<file path="src/hw/ptm_defs.vh">
// constants for the transmit test-mode control block
`ifndef PTM_DEFS_VH
`define PTM_DEFS_VH
`define PTM_ADDR_CTRL     8'h00
`define PTM_ADDR_AUTONEG  8'h04
`define PTM_ADDR_TEST     8'h08
`define PTM_ADDR_LOOP     8'h0C
`define PTM_ADDR_STATUS   8'h10
`define PTM_CTRL_RST      32'h0000_0000
`define PTM_AUTONEG_RST   32'h0000_0001
`define PTM_TEST_RST      32'h0000_0000
`define PTM_LOOP_RST      32'h0000_0002
`define PTM_BIT_SPD       0
`define PTM_BIT_AUTONEG_ENABLE_BIT     0
`define PTM_BIT_AN_FRC    1
`define PTM_BIT_AN_LOW    2
`define PTM_BIT_TXDIS     4
`define PTM_BIT_RLB_EN    0
`define PTM_BIT_RLB_SUP   1
`define PTM_MODE_NORMAL   2'h0
`define PTM_MODE_ALT      2'h1
`define PTM_MODE_DROOP    2'h2
`define PTM_MODE_IDLE     2'h3
`define PTM_SYM_ZERO      2'h0
`define PTM_SYM_PLUS      2'h1
`define PTM_SYM_MINUS     2'h3
`define PTM_DROOP_RUN     5'h0A
`define PTM_DROOP_LEN     5'h14
`define PTM_PD_SETTLE     4'h8
`define PTM_RESP_OKAY     2'h0
`define PTM_RESP_SLVERR   2'h2
`endif

</file>
<file path="src/hw/ptm_pattern_gen.v">
// compliance pattern generator for the transmit symbol stream
`timescale 1ns/1ps
`include "ptm_defs.vh"
module ptm_pattern_gen
(
    input  wire       clk,
    input  wire       arst_n,
    input  wire [1:0] mode,
    input  wire       restart,
    output reg  [1:0] pat_sym
);
    reg [4:0] pos_q;
    always @(posedge clk or negedge arst_n)
    begin
        if (!arst_n)
        begin
            pos_q <= 5'h00;
        end
        else if (restart)
        begin
            pos_q <= 5'h00;
        end
        else if (mode == `PTM_MODE_ALT)
        begin
            pos_q <= {4'h0, ~pos_q[0]};
        end
        else if (pos_q == `PTM_DROOP_LEN - 5'h01)
        begin
            pos_q <= 5'h00;
        end
        else
        begin
            pos_q <= pos_q + 5'h01;
        end
    end
    always @*
    begin
        case (mode)
            `PTM_MODE_ALT:
                pat_sym = pos_q[0] ? `PTM_SYM_MINUS : `PTM_SYM_PLUS;
            `PTM_MODE_DROOP:
                pat_sym = (pos_q < `PTM_DROOP_RUN) ? `PTM_SYM_PLUS
                                                   : `PTM_SYM_MINUS;
            default:
                pat_sym = `PTM_SYM_ZERO;
        endcase
    end
endmodule // ptm_pattern_gen

</file>
<file path="src/hw/ptm_tx_test_ctrl.v">
// transmit test-mode, power-down sequencing, remote loopback and swing control
`timescale 1ns/1ps
`include "ptm_defs.vh"
// Behaviour
// - test mode 1 sends +1,-1 alternately and nothing else.
// - test mode 2 sends ten +1 then ten -1 symbols, repeating forever.
// - test mode 3 transmits normally as timing master with idle signalling only; the block passes tx_sym_in through and does not force idle.
// - a test mode only replaces the transmit symbols; all other paths stay normal.
// - transmit-disable mode keeps both paths running but sends only zero symbols.
// - a readable ready bit shows that soft power-down has really been reached.
// - writing zero to the power-down request leaves power-down and the disable mode.
// - with remote loopback on, line receive data is sent back out on the line.
// - with the swing strap high at reset, only the low transmit level is used.
// - in remote loopback with suppress set (default), line data is not given to the MAC.
// - with the strap low, the high level is allowed but the low level stays selectable.
module ptm_tx_test_ctrl
(
    input  wire        clk,
    input  wire        arst_n,
    input  wire [7:0]  s_axi_awaddr,
    input  wire        s_axi_awvalid,
    output reg         s_axi_awready,
    input  wire [31:0] s_axi_wdata,
    input  wire [3:0]  s_axi_wstrb,
    input  wire        s_axi_wvalid,
    output reg         s_axi_wready,
    output reg  [1:0]  s_axi_bresp,
    output reg         s_axi_bvalid,
    input  wire        s_axi_bready,
    input  wire [7:0]  s_axi_araddr,
    input  wire        s_axi_arvalid,
    output reg         s_axi_arready,
    output reg  [31:0] s_axi_rdata,
    output reg  [1:0]  s_axi_rresp,
    output reg         s_axi_rvalid,
    input  wire        s_axi_rready,
    input  wire [1:0]  tx_sym_in,
    input  wire [1:0]  rx_sym_in,
    input  wire        rx_valid_in,
    input  wire        high_swing_select_pin,
    output reg  [1:0]  tx_sym_out,
    output reg  [1:0]  mac_rx_sym,
    output reg         mac_rx_valid,
    output reg         tx_high_swing,
    output reg         tx_master_force,
    output reg         phy_powered_down
);
    reg        soft_powerdown_request_q;
    reg        soft_powerdown_ready_q;
    reg [3:0]  pd_cnt_q;
    reg        autoneg_enable_bit_q;
    reg        autoneg_forced_config_q;
    reg        autoneg_low_swing_q;
    reg [1:0]  tx_test_mode_select_q;
    reg        tx_disable_mode_enable_q;
    reg        remote_loop_enable_q;
    reg        remote_loop_rx_suppress_q;
    reg        strap_s1_q;
    reg        strap_s2_q;
    reg        strap_taken_q;
    reg [1:0]  strap_arm_q;
    reg        low_only_q;
    reg [1:0]  mode_prev_q;
    reg        aw_got_q;
    reg        w_got_q;
    reg [7:0]  aw_addr_q;
    reg [31:0] w_data_q;
    reg [3:0]  w_strb_q;
    wire [1:0] pat_sym;
    wire       wr_fire;
    wire       mode_change;
    wire [31:0] ctrl_wr;
    reg  [1:0] tx_sel;

    // byte-lane merge so partial writes leave untouched lanes alone
    function [31:0] ptm_merge;
        input [31:0] old_v;
        input [31:0] new_v;
        input [3:0]  strb;
        integer i;
        begin
            ptm_merge = old_v;
            for (i = 0; i < 4; i = i + 1)
                if (strb[i])
                    ptm_merge[i*8 +: 8] = new_v[i*8 +: 8];
        end
    endfunction

    function ptm_mapped;
        input [7:0] a;
        begin
            ptm_mapped = (a == `PTM_ADDR_CTRL) || (a == `PTM_ADDR_AUTONEG) ||
                         (a == `PTM_ADDR_TEST) || (a == `PTM_ADDR_LOOP) ||
                         (a == `PTM_ADDR_STATUS);
        end
    endfunction

    assign wr_fire     = aw_got_q && w_got_q && !s_axi_bvalid;
    assign mode_change = (tx_test_mode_select_q != mode_prev_q) || soft_powerdown_request_q;
    assign ctrl_wr     = ptm_merge({31'h0000_0000, soft_powerdown_request_q},
                                   w_data_q, w_strb_q);

    ptm_pattern_gen u_pat
    (
        .clk     (clk),
        .arst_n  (arst_n),
        .mode    (tx_test_mode_select_q),
        .restart (mode_change),
        .pat_sym (pat_sym)
    );

    // write channels taken in either order, response after both
    always @(posedge clk or negedge arst_n)
    begin
        if (!arst_n)
        begin
            s_axi_awready <= 1'b1;
            s_axi_wready  <= 1'b1;
            aw_got_q      <= 1'b0;
            w_got_q       <= 1'b0;
            aw_addr_q     <= 8'h00;
            w_data_q      <= 32'h0000_0000;
            w_strb_q      <= 4'h0;
            s_axi_bvalid  <= 1'b0;
            s_axi_bresp   <= `PTM_RESP_OKAY;
        end
        else
        begin
            if (s_axi_awvalid && s_axi_awready)
            begin
                aw_got_q      <= 1'b1;
                aw_addr_q     <= s_axi_awaddr;
                s_axi_awready <= 1'b0;
            end
            if (s_axi_wvalid && s_axi_wready)
            begin
                w_got_q      <= 1'b1;
                w_data_q     <= s_axi_wdata;
                w_strb_q     <= s_axi_wstrb;
                s_axi_wready <= 1'b0;
            end
            if (wr_fire)
            begin
                s_axi_bvalid <= 1'b1;
                s_axi_bresp  <= ptm_mapped(aw_addr_q) ? `PTM_RESP_OKAY : `PTM_RESP_SLVERR;
                aw_got_q     <= 1'b0;
                w_got_q      <= 1'b0;
            end
            if (s_axi_bvalid && s_axi_bready)
            begin
                s_axi_bvalid  <= 1'b0;
                s_axi_awready <= 1'b1;
                s_axi_wready  <= 1'b1;
            end
        end
    end

    // register writes; the power-down sequence itself is software's duty
    always @(posedge clk or negedge arst_n)
    begin
        if (!arst_n)
        begin
            soft_powerdown_request_q  <= 1'b0;
            autoneg_enable_bit_q      <= 1'b1;
            autoneg_forced_config_q   <= 1'b0;
            autoneg_low_swing_q       <= 1'b0;
            tx_test_mode_select_q     <= `PTM_MODE_NORMAL;
            tx_disable_mode_enable_q  <= 1'b0;
            remote_loop_enable_q      <= 1'b0;
            remote_loop_rx_suppress_q <= 1'b1;
        end
        else if (wr_fire)
        begin
            case (aw_addr_q)
                `PTM_ADDR_CTRL:
                begin
                    soft_powerdown_request_q <= ctrl_wr[`PTM_BIT_SPD];
                    if (w_strb_q[0] && !w_data_q[`PTM_BIT_SPD])
                        tx_disable_mode_enable_q <= 1'b0;
                end
                `PTM_ADDR_AUTONEG:
                if (w_strb_q[0])
                begin
                    autoneg_enable_bit_q    <= w_data_q[`PTM_BIT_AUTONEG_ENABLE_BIT];
                    autoneg_forced_config_q <= w_data_q[`PTM_BIT_AN_FRC];
                    autoneg_low_swing_q     <= w_data_q[`PTM_BIT_AN_LOW];
                end
                `PTM_ADDR_TEST:
                if (w_strb_q[0])
                begin
                    tx_test_mode_select_q    <= w_data_q[1:0];
                    tx_disable_mode_enable_q <= w_data_q[`PTM_BIT_TXDIS];
                end
                `PTM_ADDR_LOOP:
                if (w_strb_q[0])
                begin
                    remote_loop_enable_q      <= w_data_q[`PTM_BIT_RLB_EN];
                    remote_loop_rx_suppress_q <= w_data_q[`PTM_BIT_RLB_SUP];
                end
                default:
                begin
                end
            endcase
        end
    end

    // read channel: one cycle after the address, unmapped answers slverr
    always @(posedge clk or negedge arst_n)
    begin
        if (!arst_n)
        begin
            s_axi_arready <= 1'b1;
            s_axi_rvalid  <= 1'b0;
            s_axi_rdata   <= 32'h0000_0000;
            s_axi_rresp   <= `PTM_RESP_OKAY;
        end
        else if (s_axi_arvalid && s_axi_arready)
        begin
            s_axi_arready <= 1'b0;
            s_axi_rvalid  <= 1'b1;
            s_axi_rresp   <= ptm_mapped(s_axi_araddr) ? `PTM_RESP_OKAY : `PTM_RESP_SLVERR;
            case (s_axi_araddr)
                `PTM_ADDR_CTRL:    s_axi_rdata <= {31'h0000_0000, soft_powerdown_request_q};
                `PTM_ADDR_AUTONEG: s_axi_rdata <= {29'h0000_0000, autoneg_low_swing_q,
                                                   autoneg_forced_config_q,
                                                   autoneg_enable_bit_q};
                `PTM_ADDR_TEST:    s_axi_rdata <= {27'h0000_0000, tx_disable_mode_enable_q,
                                                   2'b00, tx_test_mode_select_q};
                `PTM_ADDR_LOOP:    s_axi_rdata <= {30'h0000_0000, remote_loop_rx_suppress_q,
                                                   remote_loop_enable_q};
                `PTM_ADDR_STATUS:  s_axi_rdata <= {30'h0000_0000, low_only_q,
                                                   soft_powerdown_ready_q};
                default:           s_axi_rdata <= 32'h0000_0000;
            endcase
        end
        else if (s_axi_rvalid && s_axi_rready)
        begin
            s_axi_rvalid  <= 1'b0;
            s_axi_arready <= 1'b1;
        end
    end

    // power-down ready after the path has drained a few cycles
    always @(posedge clk or negedge arst_n)
    begin
        if (!arst_n)
        begin
            pd_cnt_q               <= 4'h0;
            soft_powerdown_ready_q <= 1'b0;
            mode_prev_q            <= `PTM_MODE_NORMAL;
        end
        else
        begin
            mode_prev_q <= tx_test_mode_select_q;
            if (!soft_powerdown_request_q)
            begin
                pd_cnt_q               <= 4'h0;
                soft_powerdown_ready_q <= 1'b0;
            end
            else if (pd_cnt_q == `PTM_PD_SETTLE - 4'h1)
                soft_powerdown_ready_q <= 1'b1;
            else
                pd_cnt_q <= pd_cnt_q + 4'h1;
        end
    end

    // strap is sampled once after reset release, through two flops
    always @(posedge clk or negedge arst_n)
    begin
        if (!arst_n)
        begin
            strap_s1_q    <= 1'b0;
            strap_s2_q    <= 1'b0;
            strap_taken_q <= 1'b0;
            strap_arm_q   <= 2'b00;
            low_only_q    <= 1'b1;
        end
        else
        begin
            strap_s1_q  <= high_swing_select_pin;
            strap_s2_q  <= strap_s1_q;
            strap_arm_q <= {strap_arm_q[0], 1'b1};
            // only the second stage is read; it holds a real pin sample once armed
            if (!strap_taken_q && strap_arm_q[1])
            begin
                strap_taken_q <= 1'b1;
                low_only_q    <= strap_s2_q;
            end
        end
    end

    // symbol substitution; test-mode idle relies on the normal tx stream
    always @*
    begin
        if (soft_powerdown_request_q || tx_disable_mode_enable_q)
            tx_sel = `PTM_SYM_ZERO;
        else if (tx_test_mode_select_q == `PTM_MODE_ALT ||
                 tx_test_mode_select_q == `PTM_MODE_DROOP)
            tx_sel = pat_sym;
        else if (remote_loop_enable_q)
            tx_sel = rx_valid_in ? rx_sym_in : `PTM_SYM_ZERO;
        else
            tx_sel = tx_sym_in;
    end

    always @(posedge clk or negedge arst_n)
    begin
        if (!arst_n)
        begin
            tx_sym_out       <= `PTM_SYM_ZERO;
            mac_rx_sym       <= `PTM_SYM_ZERO;
            mac_rx_valid     <= 1'b0;
            tx_high_swing    <= 1'b0;
            tx_master_force  <= 1'b0;
            phy_powered_down <= 1'b0;
        end
        else
        begin
            tx_sym_out       <= tx_sel;
            mac_rx_sym       <= rx_sym_in;
            mac_rx_valid     <= rx_valid_in &&
                                (!soft_powerdown_request_q || tx_disable_mode_enable_q) &&
                                !(remote_loop_enable_q && remote_loop_rx_suppress_q);
            tx_high_swing    <= !low_only_q && !autoneg_low_swing_q;
            tx_master_force  <= tx_test_mode_select_q == `PTM_MODE_IDLE;
            phy_powered_down <= soft_powerdown_ready_q;
        end
    end
endmodule // ptm_tx_test_ctrl

</file>
<file path="config.mk">
export PLATFORM = sky130hd
export DESIGN_NAME = ptm_tx_test_ctrl
export DESIGN_NICKNAME = d
export VERILOG_FILES = /design/src/hw/ptm_pattern_gen.v /design/src/hw/ptm_tx_test_ctrl.v
export VERILOG_INCLUDE_DIRS = /design/src /design/src/hw
export SDC_FILE = /design/constraint.sdc
export NUM_CORES = 1
export LEC_CHECK = 0
export BUFFER_PORTS_ARGS = -buffer_cell sky130_fd_sc_hd__clkbuf_2
export CORE_MARGIN = 2
export CORE_UTILIZATION = 52
export CTS_CLUSTER_SIZE = 40
export DETAILED_ROUTE_END_ITERATION = 8
export PLACE_DENSITY = 0.95
export SLEW_MARGIN = 20
export SYNTH_ARGS = -nofsm -noshare
export SYNTH_HDL_FRONTEND = slang
export SYNTH_SLANG_ARGS = --single-unit
export TNS_END_PERCENT = 10
</file>
<file path="constraint.sdc">
create_clock -name clk -period 4.3 [get_ports clk]
set_clock_uncertainty 0.1 [all_clocks]
set_input_delay 0.215 -clock clk [delete_from_list [all_inputs] [get_ports clk]]
set_output_delay 0.215 -clock clk [all_outputs]
set_load 0.02 [all_outputs]
</file>
==> impl_results.md, run 1 <==
* Worst-Skew Late Latency at 340 ps
* Routed Wire Length at 5070 µm
* Placer's final routability congestion estimate at 0.784
* N_diodes at 0
* R2R Setup Slk at 2550 ps
* Starting Density at 0.543
* Compound-Gate Fraction of Synth Area at 0.0784
* Synth Register Bits at 61
* Die ar. at 5970 µm²
* Period utilization at 0.407
* Mapped Cells at 240
* FP Rows at 26
* Clock share of power at 0.259
* FMAX at 571 MHz
* Initial antenna violation count at 0
* Nets at 387
* Routed len/inst at 12.9 µm
* Filler cells at 389
* Max Cap Viol at 0
* Seq/Total Area, Yosys at 0.550
* Pin count of the biggest net entering global routing at 47
* Xor/xnor share of the synthesized area at 0.0126
* Tot Pwr at between 0.0015 and 0.002 W
* Syn Std Cell Area at 2790 µm²
* Max_slew headroom at 0.633
* Most common cell after layout, fill and taps aside: dfrtp_1
* Worst slew pin tran at approximately 550 ps
* IO buf count at 52
* RSZ-0062 raised after global routing: no
* Sequential share of power at 0.490
* Outcome: finished, final reports clean
* Worst flop-to-flop path startpoint: s_axi_bvalid
* Die H at 77.3 µm
* Simple-gate share of the synthesized area at 0.113
* Post-CTS Resized at 0
* Core Region at 5140 µm²
* Hold depth at 2
* Fin. Hold Viols at 0
* Number of global-route vias before repair at about 1900
* Crit path kind: flop to flop
* Largest family of logic cells by synthesized area: multiplexers
* DP Wirelength at ~3600 µm
* Hold Buf Count CTS at 16
* Worst hold start: s_axi_awaddr[7]
* Final Util at 0.653
* Die width at around 77 µm
* HP Class: primary input to flop
* First-pass GRT wire length at approximately 8600 µm
* Pleak at approximately 1.7 nW
* Hold EP: aw_addr_q[7]
* Initial DRT Pass Iterations at 4
* R2R Path End: remote_loop_enable_q
* Critical Path AT at 1870 ps
* Max-slew violation count at 0
* Worst Setup End Kind: flop
* Fraction of layout cells with a size suffix above 1 at 0.320
* Synthesized area per cell at between 10 and 15 µm²
* CTS Buffer Depth at 2
* P per Cell Area at 517 nW/µm²
* Req. time, crit path at 4420 ps
* Clk root buf: clkbuf_8
* Clock sinks at 61
* YS warnings at 0
* Via count at 1891
* Setup tns final at 0 ps
* Worst setup margin at 2550 ps
* Worst-case reg-to-reg path depth at 4
* Post-synth ARST share at 1.00
* Internal power at 0.00117 W
* Gr usage total at 0.189
* Setup Fix Bufs, Post-CTS at 0
* EDFF count, synth at 0
* Clock slew at reported path FFs at around 60 ps
* Mux contribution to synthesized area at 0.119
* Overflow after GRT at 0
* Critical path peak fanout at 6
* Fin Hold WS at 17.1 ps
* Final Setup Violations at 0
* Max H-tree Level at 3
* Tmin final at approximately 1800 ps
* CTS tree: built
* Top_reg_cell synth: dfrtp_1
* # DRC at 0
* Comb pwr share at 0.251
* # IOs at approximately 110
* Routed Antenna Nets at 0
* CP Launch Type: flop
* Distinct cells, synth at between 40 and 50
* Most frequent cells in the layout: dfrtp_1 (55), clkbuf_2 (52), conb_1 (31)
* DR vias/cell at just under 5
* CTS Buf Count at 9
* Peak supply drop at 0.000359 V
* Switching pwr at ~0.00057 W
* DR iter-0 viols at 47
* Synthesis-to-layout area growth at 20.3%
* Sw Share at 0.326
* Synth Area in Adders at 0.0224
* Dpl ws at 2560 ps
-- state kept, by name, summed over array words and instances, names as in the netlist, 2 cells and up --
register	cells
u_pat.pos_q	5
tx_sym_out	2
mode_prev_q	2
mac_rx_sym	2
pd_cnt_q	4
s_axi_rdata	4
w_data_q	4
strap_arm_q	2
aw_addr_q	8
tx_test_mode_select_q	2
-- power groups by stage --
stage               clock (W)  combinational [W]  sequential, W
finish               0.000450           0.000435       0.000850
CTS                  0.000465           0.000440       0.000849
global route         0.000491           0.000486       0.000872
floorplan                   0           0.000303       0.000864
global placement            0           0.000398       0.000846
detailed placement          0           0.000425       0.000858
-- cells by family (layout without fill, tap and decap cells) --
family          after synthesis  in the layout
compound gates               35             35
xor+xnor                      4              4
fa+ha+maj                     5              5
buf+inv                      45             98
flops                        61             61
mux                          27             27
other cells                   2             31
simple gates                 61             61
-- final cells by class --
type / count / area (µm²) / share of cell area
clock inverters: 4 / 22.5 / 0.00671
repair buffers: 69 / 428 / 0.127
inverters: 13 / 48.8 / 0.0145
well taps: 70 / 87.6 / 0.0261
flip-flops and latches: 61 / 1530 / 0.457
clock buffers: 12 / 155 / 0.0462
multi-input cells: 163 / 1080 / 0.322
-- critical path, stage by stage, from the launching register on --
cell     delay (ps)
dfrtp_1         410
and3b_1         360
and4_4          330
nand3_2         110
mux2_1          320
-- worst max path at each step --
stage,from,end,slack (ps),cells after the start
after floorplan,s_axi_bvalid,remote_loop_enable_q,2600,5
after global placement,s_axi_bvalid,remote_loop_enable_q,2610,4
after detailed placement,s_axi_bvalid,remote_loop_enable_q,2560,4
after CTS,s_axi_bvalid,remote_loop_enable_q,2550,4
after global routing,s_axi_bvalid,remote_loop_enable_q,2480,4
final,s_axi_bvalid,remote_loop_enable_q,2550,4
-- stage by stage --
step,instance area [µm²],std cells
after floorplan,2900,269
after global placement,3020,360
after detailed placement,3020,360
after CTS,3360,392
after global routing,3360,392
final,3360,392
-- cell usage after synthesis, drive strengths merged (2+ instances only) --
master  number  area share
nand2       21       0.028
buf         31       0.083
a21oi        6       0.011
ha           5       0.022
o21ai       13       0.023
dfrtp       55        0.49
dfstp        6       0.056
a22o         3      0.0094
nor3         6       0.011
inv         13       0.017
mux2        24        0.10
nor2b        4      0.0090
xor2         2      0.0063
a31oi        3      0.0067
nand3        5       0.015
xnor2        2      0.0063
or2          2      0.0045
nand2b       2      0.0045
conb         2      0.0027
mux2i        2      0.0072
nor2        15       0.020
o21a         2      0.0054
-- metal layers --
metal,share of wire,up-vias,routed length (µm),track usage
met2,0.51,69,2600,0.317
met4,0.012,0,62,0.0732
li1,-,910,-,-
met1,0.40,903,2040,0.211
met3,0.072,9,365,0.0871
met5,0,-,0,0
Power figures use the tool's default switching activity.
==> inputs of run 2 (changes only) <==
- CORE_UTILIZATION: 52 -> 48
- PLACE_DENSITY: 0.95 -> 0.91
- clock period: 4.3 -> 1.65 ns (I/O delays scaled with it)
==> impl_results.md, run 2 (same netlist as run 1, synthesis figures left out) <==
* DR iter-0 viols at 62 (+32%)
* Pleak at 1.76 nW (+4.6%)
* FMAX at 631 MHz (+11%)
* Crit path kind: flop to flop
* Clock sinks at 61 (unchanged)
* CP Launch Type: flop
* DR vias/cell at 4.76 (-1.3%)
* Fin. Hold Viols at 0 (unchanged)
* Setup Fix Bufs, Post-CTS at 0 (unchanged)
* Tmin final at 1580 ps (-167 ps)
* Synthesis-to-layout area growth at 26.8%
* IO buf count at 52 (unchanged)
* Critical Path AT at 1700 ps (-170 ps)
* Setup tns final at 0 ps (unchanged)
* # DRC at 0 (unchanged)
* Cell area after layout at 3540 µm² (+5.4%)
* # IOs at 114 (unchanged)
* Routed len/inst at 13.2 µm (+2.4%)
* Routed Wire Length at 5440 µm (+7.4%)
* First-pass GRT wire length at 8860 µm (+2.6%)
* Die width at 80.3 µm (+3.9%)
* Nets at 404 (+4.4%)
* Largest register by flop count: aw_addr_q
* P per Cell Area at 1300 nW/µm² (+150%)
* Max Cap Viol at 0 (unchanged)
* Worst setup margin at 66.0 ps (-2480 ps)
* Overflow after GRT at 0 (unchanged)
* Core Region at 5570 µm² (+8.4%)
* Number of global-route vias before repair at 1992 (+4.2%)
* Initial antenna violation count at 0 (unchanged)
* Most frequent cells in the layout: dfrtp_1 (52), clkbuf_2 (52), conb_1 (31)
* Clk root buf: clkbuf_8
* Dpl ws at 54.0 ps (-2510 ps)
* Pin count of the biggest net entering global routing at 48 (+2.1%)
* Tot Pwr at 0.00459 W (+160%)
* Largest register FFs at 8 (unchanged)
* RSZ-0062 raised after global routing: yes
* Outcome: finished, final reports clean
* Die H at 80.3 µm (+3.9%)
* Starting Density at 0.501 (-0.0423)
* Final Util at 0.635 (-0.0183)
* Period utilization at 0.960 (+0.553)
* FP Rows at 27 (+3.8%)
* Final Setup Violations at 0 (unchanged)
* Max H-tree Level at 3 (unchanged)
* Cell Area, Placed at 3070 µm² (+1.7%)
* Fraction of layout cells with a size suffix above 1 at 0.333 (+0.0135)
* Top flop regs: aw_addr_q x8, u_pat.pos_q x5
* DP Wirelength at 3660 µm (+1.5%)
* Max-slew violation count at 0 (unchanged)
* CTS Buf Count at 9 (unchanged)
* Req. time, crit path at 1770 ps (-2650 ps)
* Via count at 1957 (+3.5%)
* Peak supply drop at 0.000929 V (+160%)
* CTS tree: built
* Gr usage total at 0.182 (-0.00779)
* Routed Antenna Nets at 0 (unchanged)
* N_diodes at 0 (unchanged)
* Critical path peak fanout at 5 (-1)
* Worst Setup End Kind: flop
* Clock slew at reported path FFs at 70 ps (about the same)
* Placer's final routability congestion estimate at 0.800 (+2.0%)
* Die ar. at 6440 µm² (+7.9%)
* Initial DRT Pass Iterations at 4 (unchanged)
* HP Class: primary input to flop
* Worst-Skew Late Latency at 330 ps (about the same)
* CTS Buffer Depth at 2 (unchanged)
==> run 2: changes by cell type in the layout (fill, tap and decap cells not counted), moves of 3 or more <==
cell,previous run,this run
dlygate4sd3_1,16,29
buf_4,1,4
dfrtp_1,55,52
dfrtp_2,0,3
==> run 2: power by group <==
group | switching (W) | internal (W) | total [W]
combinational | 0.000621 | 0.000605 | 0.00123
sequential | 0.000335 | 0.00189 | 0.00223
clock | 0.000562 | 0.000575 | 0.00114
==> run 2: stage by stage <==
step	std cells	hold WS (ps)
after global routing	411	21.8
final	411	15.4
after CTS	411	4.43
after floorplan	269	-313
after global placement	366	-74.7
after detailed placement	366	-72.7
==> run 2: per-layer routing <==
layer,global-route usage,vias to the layer above,part of all wire
met4,0.0881,0,0.015
li1,-,940,-
met1,0.202,935,0.40
met5,0,-,0
met3,0.0382,9,0.044
met2,0.328,73,0.54
==> run 2: path summary, 6_finish.rpt <==
check | startpoint | endpoint | slack (ps) | cells past startpoint
worst min register to register | strap_arm_q[0] | strap_arm_q[1] | 260 | 0
worst max register to register | s_axi_bvalid | remote_loop_enable_q | 70 | 4
min in group asynchronous | arst_n | aw_addr_q[7] | 110 | 2
worst max-delay path | s_axi_bvalid | remote_loop_enable_q | 70 | 4
max in group asynchronous | arst_n | remote_loop_rx_suppress_q | 720 | 3
worst min-delay path | s_axi_araddr[4] | s_axi_rresp[1] | 20 | 3
==> run 2: what timing repair did <==
action	4_1_cts	5_1_grt
resized for setup	0	5
endpoints found under the setup margin	0	10
hold buffers	29	0
hold endpoints to repair	84	0
==> run 2: area by class of cell <==
class,instances,area [µm²]
Clock buffer,11,141
Clock inverter,5,27.5
Fill cell,430,2040
Inverter,13,48.8
Multi-Input combinational cell,163,1090
Sequential cell,61,1540
Tap cell,72,90.1
Timing Repair Buffer,86,601
==> run 2: critical path, cell delays in order, from the launching register on <==
cell     delay [ps]
dfrtp_2         410
and3b_2         250
and4_4          290
nand3_2         110
mux2_4          310
==> inputs of run 3 (changes only) <==
- CELL_PAD_IN_SITES_DETAIL_PLACEMENT: unset -> 1
- CELL_PAD_IN_SITES_GLOBAL_PLACEMENT: unset -> 2
- CORE_UTILIZATION: 48 -> 29
- PLACE_DENSITY: 0.91 -> 0.9
- RECOVER_POWER: unset -> 50
==> impl_results.md, run 3 (same netlist as run 1, synthesis figures left out) <==
* Max-slew violation count at 0 (unchanged)
* Most common cell after layout, fill and taps aside: dfrtp_1
* Ordered cell list for the critical path: and3b_2 -> and4_4 -> nand3_4 -> mux2_4
* CTS tree: built
* Gr usage total at 0.119 (-0.0624)
* Switching pwr at 0.00150 W (-0.87%)
* Pin count of the biggest net entering global routing at 62 (+29%)
* Core Region at 9280 µm² (+67%)
* Worst path max stage delay at 410 ps (about the same)
* Req. time, crit path at 1760 ps (about the same)
* Sequential share of power at 0.476 (-0.009)
* # IOs at 114 (unchanged)
* Tmin final at 1600 ps (+20.8 ps)
* Fraction of layout cells with a size suffix above 1 at 0.333 (unchanged)
* Pleak at 1.77 nW (+0.56%)
* P per Cell Area at 1280 nW/µm² (-1.2%)
* # DRC at 0 (unchanged)
* Clock sinks at 61 (unchanged)
* Max H-tree Level at 3 (unchanged)
* First-pass GRT wire length at 9650 µm (+8.9%)
* N_diodes at 0 (unchanged)
* Crit path kind: flop to flop
* Placer's final routability congestion estimate at 0.778 (-2.7%)
* Routed len/inst at 12.2 µm (-7.5%)
* Critical path peak fanout at 5 (unchanged)
* FP Rows at 35 (+30%)
* Fin. Hold Viols at 0 (unchanged)
* Comb pwr share at 0.281 (+0.014)
* DP Cell Count at 425 (+16%)
* Worst Setup End Kind: flop
* Starting Density at 0.301 (-0.200)
* RSZ-0062 raised after global routing: yes
* Number of global-route vias before repair at 2033 (+2.1%)
* Worst-Skew Late Latency at 330 ps (about the same)
* Synthesis-to-layout area growth at 29.4%
* Sw Share at 0.325 (-0.00565)
* Filler cells at 1053 (+140%)
* CP max-delay cell: dfrtp_2
* Worst slew pin tran at 827 ps
* DR vias/cell at 4.23 (-11%)
* Via count at 1990 (+1.7%)
* Dpl ws at -36.8 ps (-90.8 ps)
* Internal power at 0.00313 W (+1.7%)
* DR iter-0 viols at 46 (-26%)
* Period utilization at 0.973 (+0.0126)
* Largest register FFs at 8 (unchanged)
* Nets at 407 (+0.74%)
* Peak supply drop at 0.000712 V (-23%)
* Outcome: finished, final reports clean
* Clk root buf: clkbuf_8
* Top flop regs: aw_addr_q x8, u_pat.pos_q x5
* Largest register by flop count: aw_addr_q
* Worst setup margin at 45.2 ps (-20.8 ps)
* HP Class: primary input to flop
* CP Launch Type: flop
* Initial DRT Pass Iterations at 4 (unchanged)
* Clock share of power at 0.243 (-0.005)
* FMAX at 623 MHz (-1.3%)
* Max_slew headroom at 0.449
* Most frequent cells in the layout: dfrtp_1 (53), clkbuf_2 (50), conb_1 (31)
* Initial antenna violation count at 0 (unchanged)
* IO buf count at 52 (unchanged)
* Routed Wire Length at 5770 µm (+6.0%)
* Die ar. at 10400 µm² (+62%)
* Max Cap Viol at 0 (unchanged)
* DP Wirelength at 4040 µm (+10%)
* Clock slew at reported path FFs at 70 ps (about the same)
* CTS Buf Count at 9 (unchanged)
* Routed Antenna Nets at 0 (unchanged)
* Final Setup Violations at 0 (unchanged)
* CTS Buffer Depth at 2 (unchanged)
* Die width at 102 µm (+27%)
* Overflow after GRT at 0 (unchanged)
* Critical Path AT at 1720 ps (+20 ps)
* Non-filler instance count after layout at 471 (+15%)
* Die H at 102 µm (+27%)
## run 3: changes by cell type in the layout (fill, tap and decap cells not counted), moves of 2 or more
cell | previous run | this run
dlygate4sd3_1 | 29 | 27
clkbuf_2 | 52 | 50
buf_4 | 4 | 9
clkbuf_1 | 1 | 5
## run 3: path summary, 6_finish.rpt
path / slack [ps] / start / depth (start not counted) / endpoint
worst min-delay path: 20 / s_axi_araddr[4] / 3 / s_axi_rresp[1]
worst min register to register: 250 / strap_arm_q[0] / 0 / strap_arm_q[1]
max in group asynchronous: 460 / arst_n / 3 / s_axi_bvalid
min in group asynchronous: 400 / arst_n / 3 / tx_sym_out[1]
worst max register to register: 50 / s_axi_bvalid / 4 / autoneg_low_swing_q
worst max-delay path: 50 / s_axi_bvalid / 4 / autoneg_low_swing_q
## run 3: final cells by class
cell class | count | area, µm² | share of cell area
Multi-Input combinational cell | 163 | 1100 | 0.304
Timing Repair Buffer | 89 | 603 | 0.167
Inverter | 13 | 48.8 | 0.0135
Clock inverter | 3 | 15.0 | 0.00416
Clock buffer | 13 | 149 | 0.0412
Tap cell | 129 | 161 | 0.0447
Sequential cell | 61 | 1540 | 0.425
## run 3: worst max-delay path, delay by kind of cell (launching register included)
family	cells	cell delay [ps]
simple gates	3	650
flops	1	410
mux	1	320
## run 3: timing repair
action                     4_1_cts  5_1_grt
pin swaps                        0        2
hold endpoints to repair        86        0
hold buffers                    27        0
gates resized for setup          1        5
cloned                           0        0
setup endpoints to repair        2       11
buffers inserted                 0        3
## run 3: layer usage
| metal | wire length, µm | up-vias | part of all wire | GRT usage |
|---|---|---|---|---|
| met2 | 2900 | 59 | 0.50 | 0.202 |
| met3 | 308 | 9 | 0.053 | 0.0417 |
| li1 | - | 947 | - | - |
| met4 | 68 | 0 | 0.012 | 0.0359 |
| met5 | 0 | - | 0 | 0 |
| met1 | 2490 | 975 | 0.43 | 0.143 |
## run 3: power groups by stage
stage          clock network, W  registers, W  logic (W)
2_1_floorplan                 0       0.00226   0.000798
3_3_place_gp                  0       0.00221    0.00111
3_5_place_dp                  0       0.00223    0.00116
4_1_cts                 0.00117       0.00221    0.00125
5_1_grt                 0.00123       0.00227    0.00146
6_report                0.00113       0.00220    0.00130
## run 3: per-stage QoR
step	hold slack, ps	power (W)	util	setup TNS, ps	area (µm²)
after global placement	20.8	0.00331	0.340	0	3160
after floorplan	-313	0.00305	-	-96.5	2910
final	19.3	0.00463	0.389	0	3610
after global routing	48.4	0.00496	0.389	-20.4	3610
after CTS	1.84	0.00462	0.387	-0.321	3590
after detailed placement	19.7	0.00339	0.340	-36.8	3160
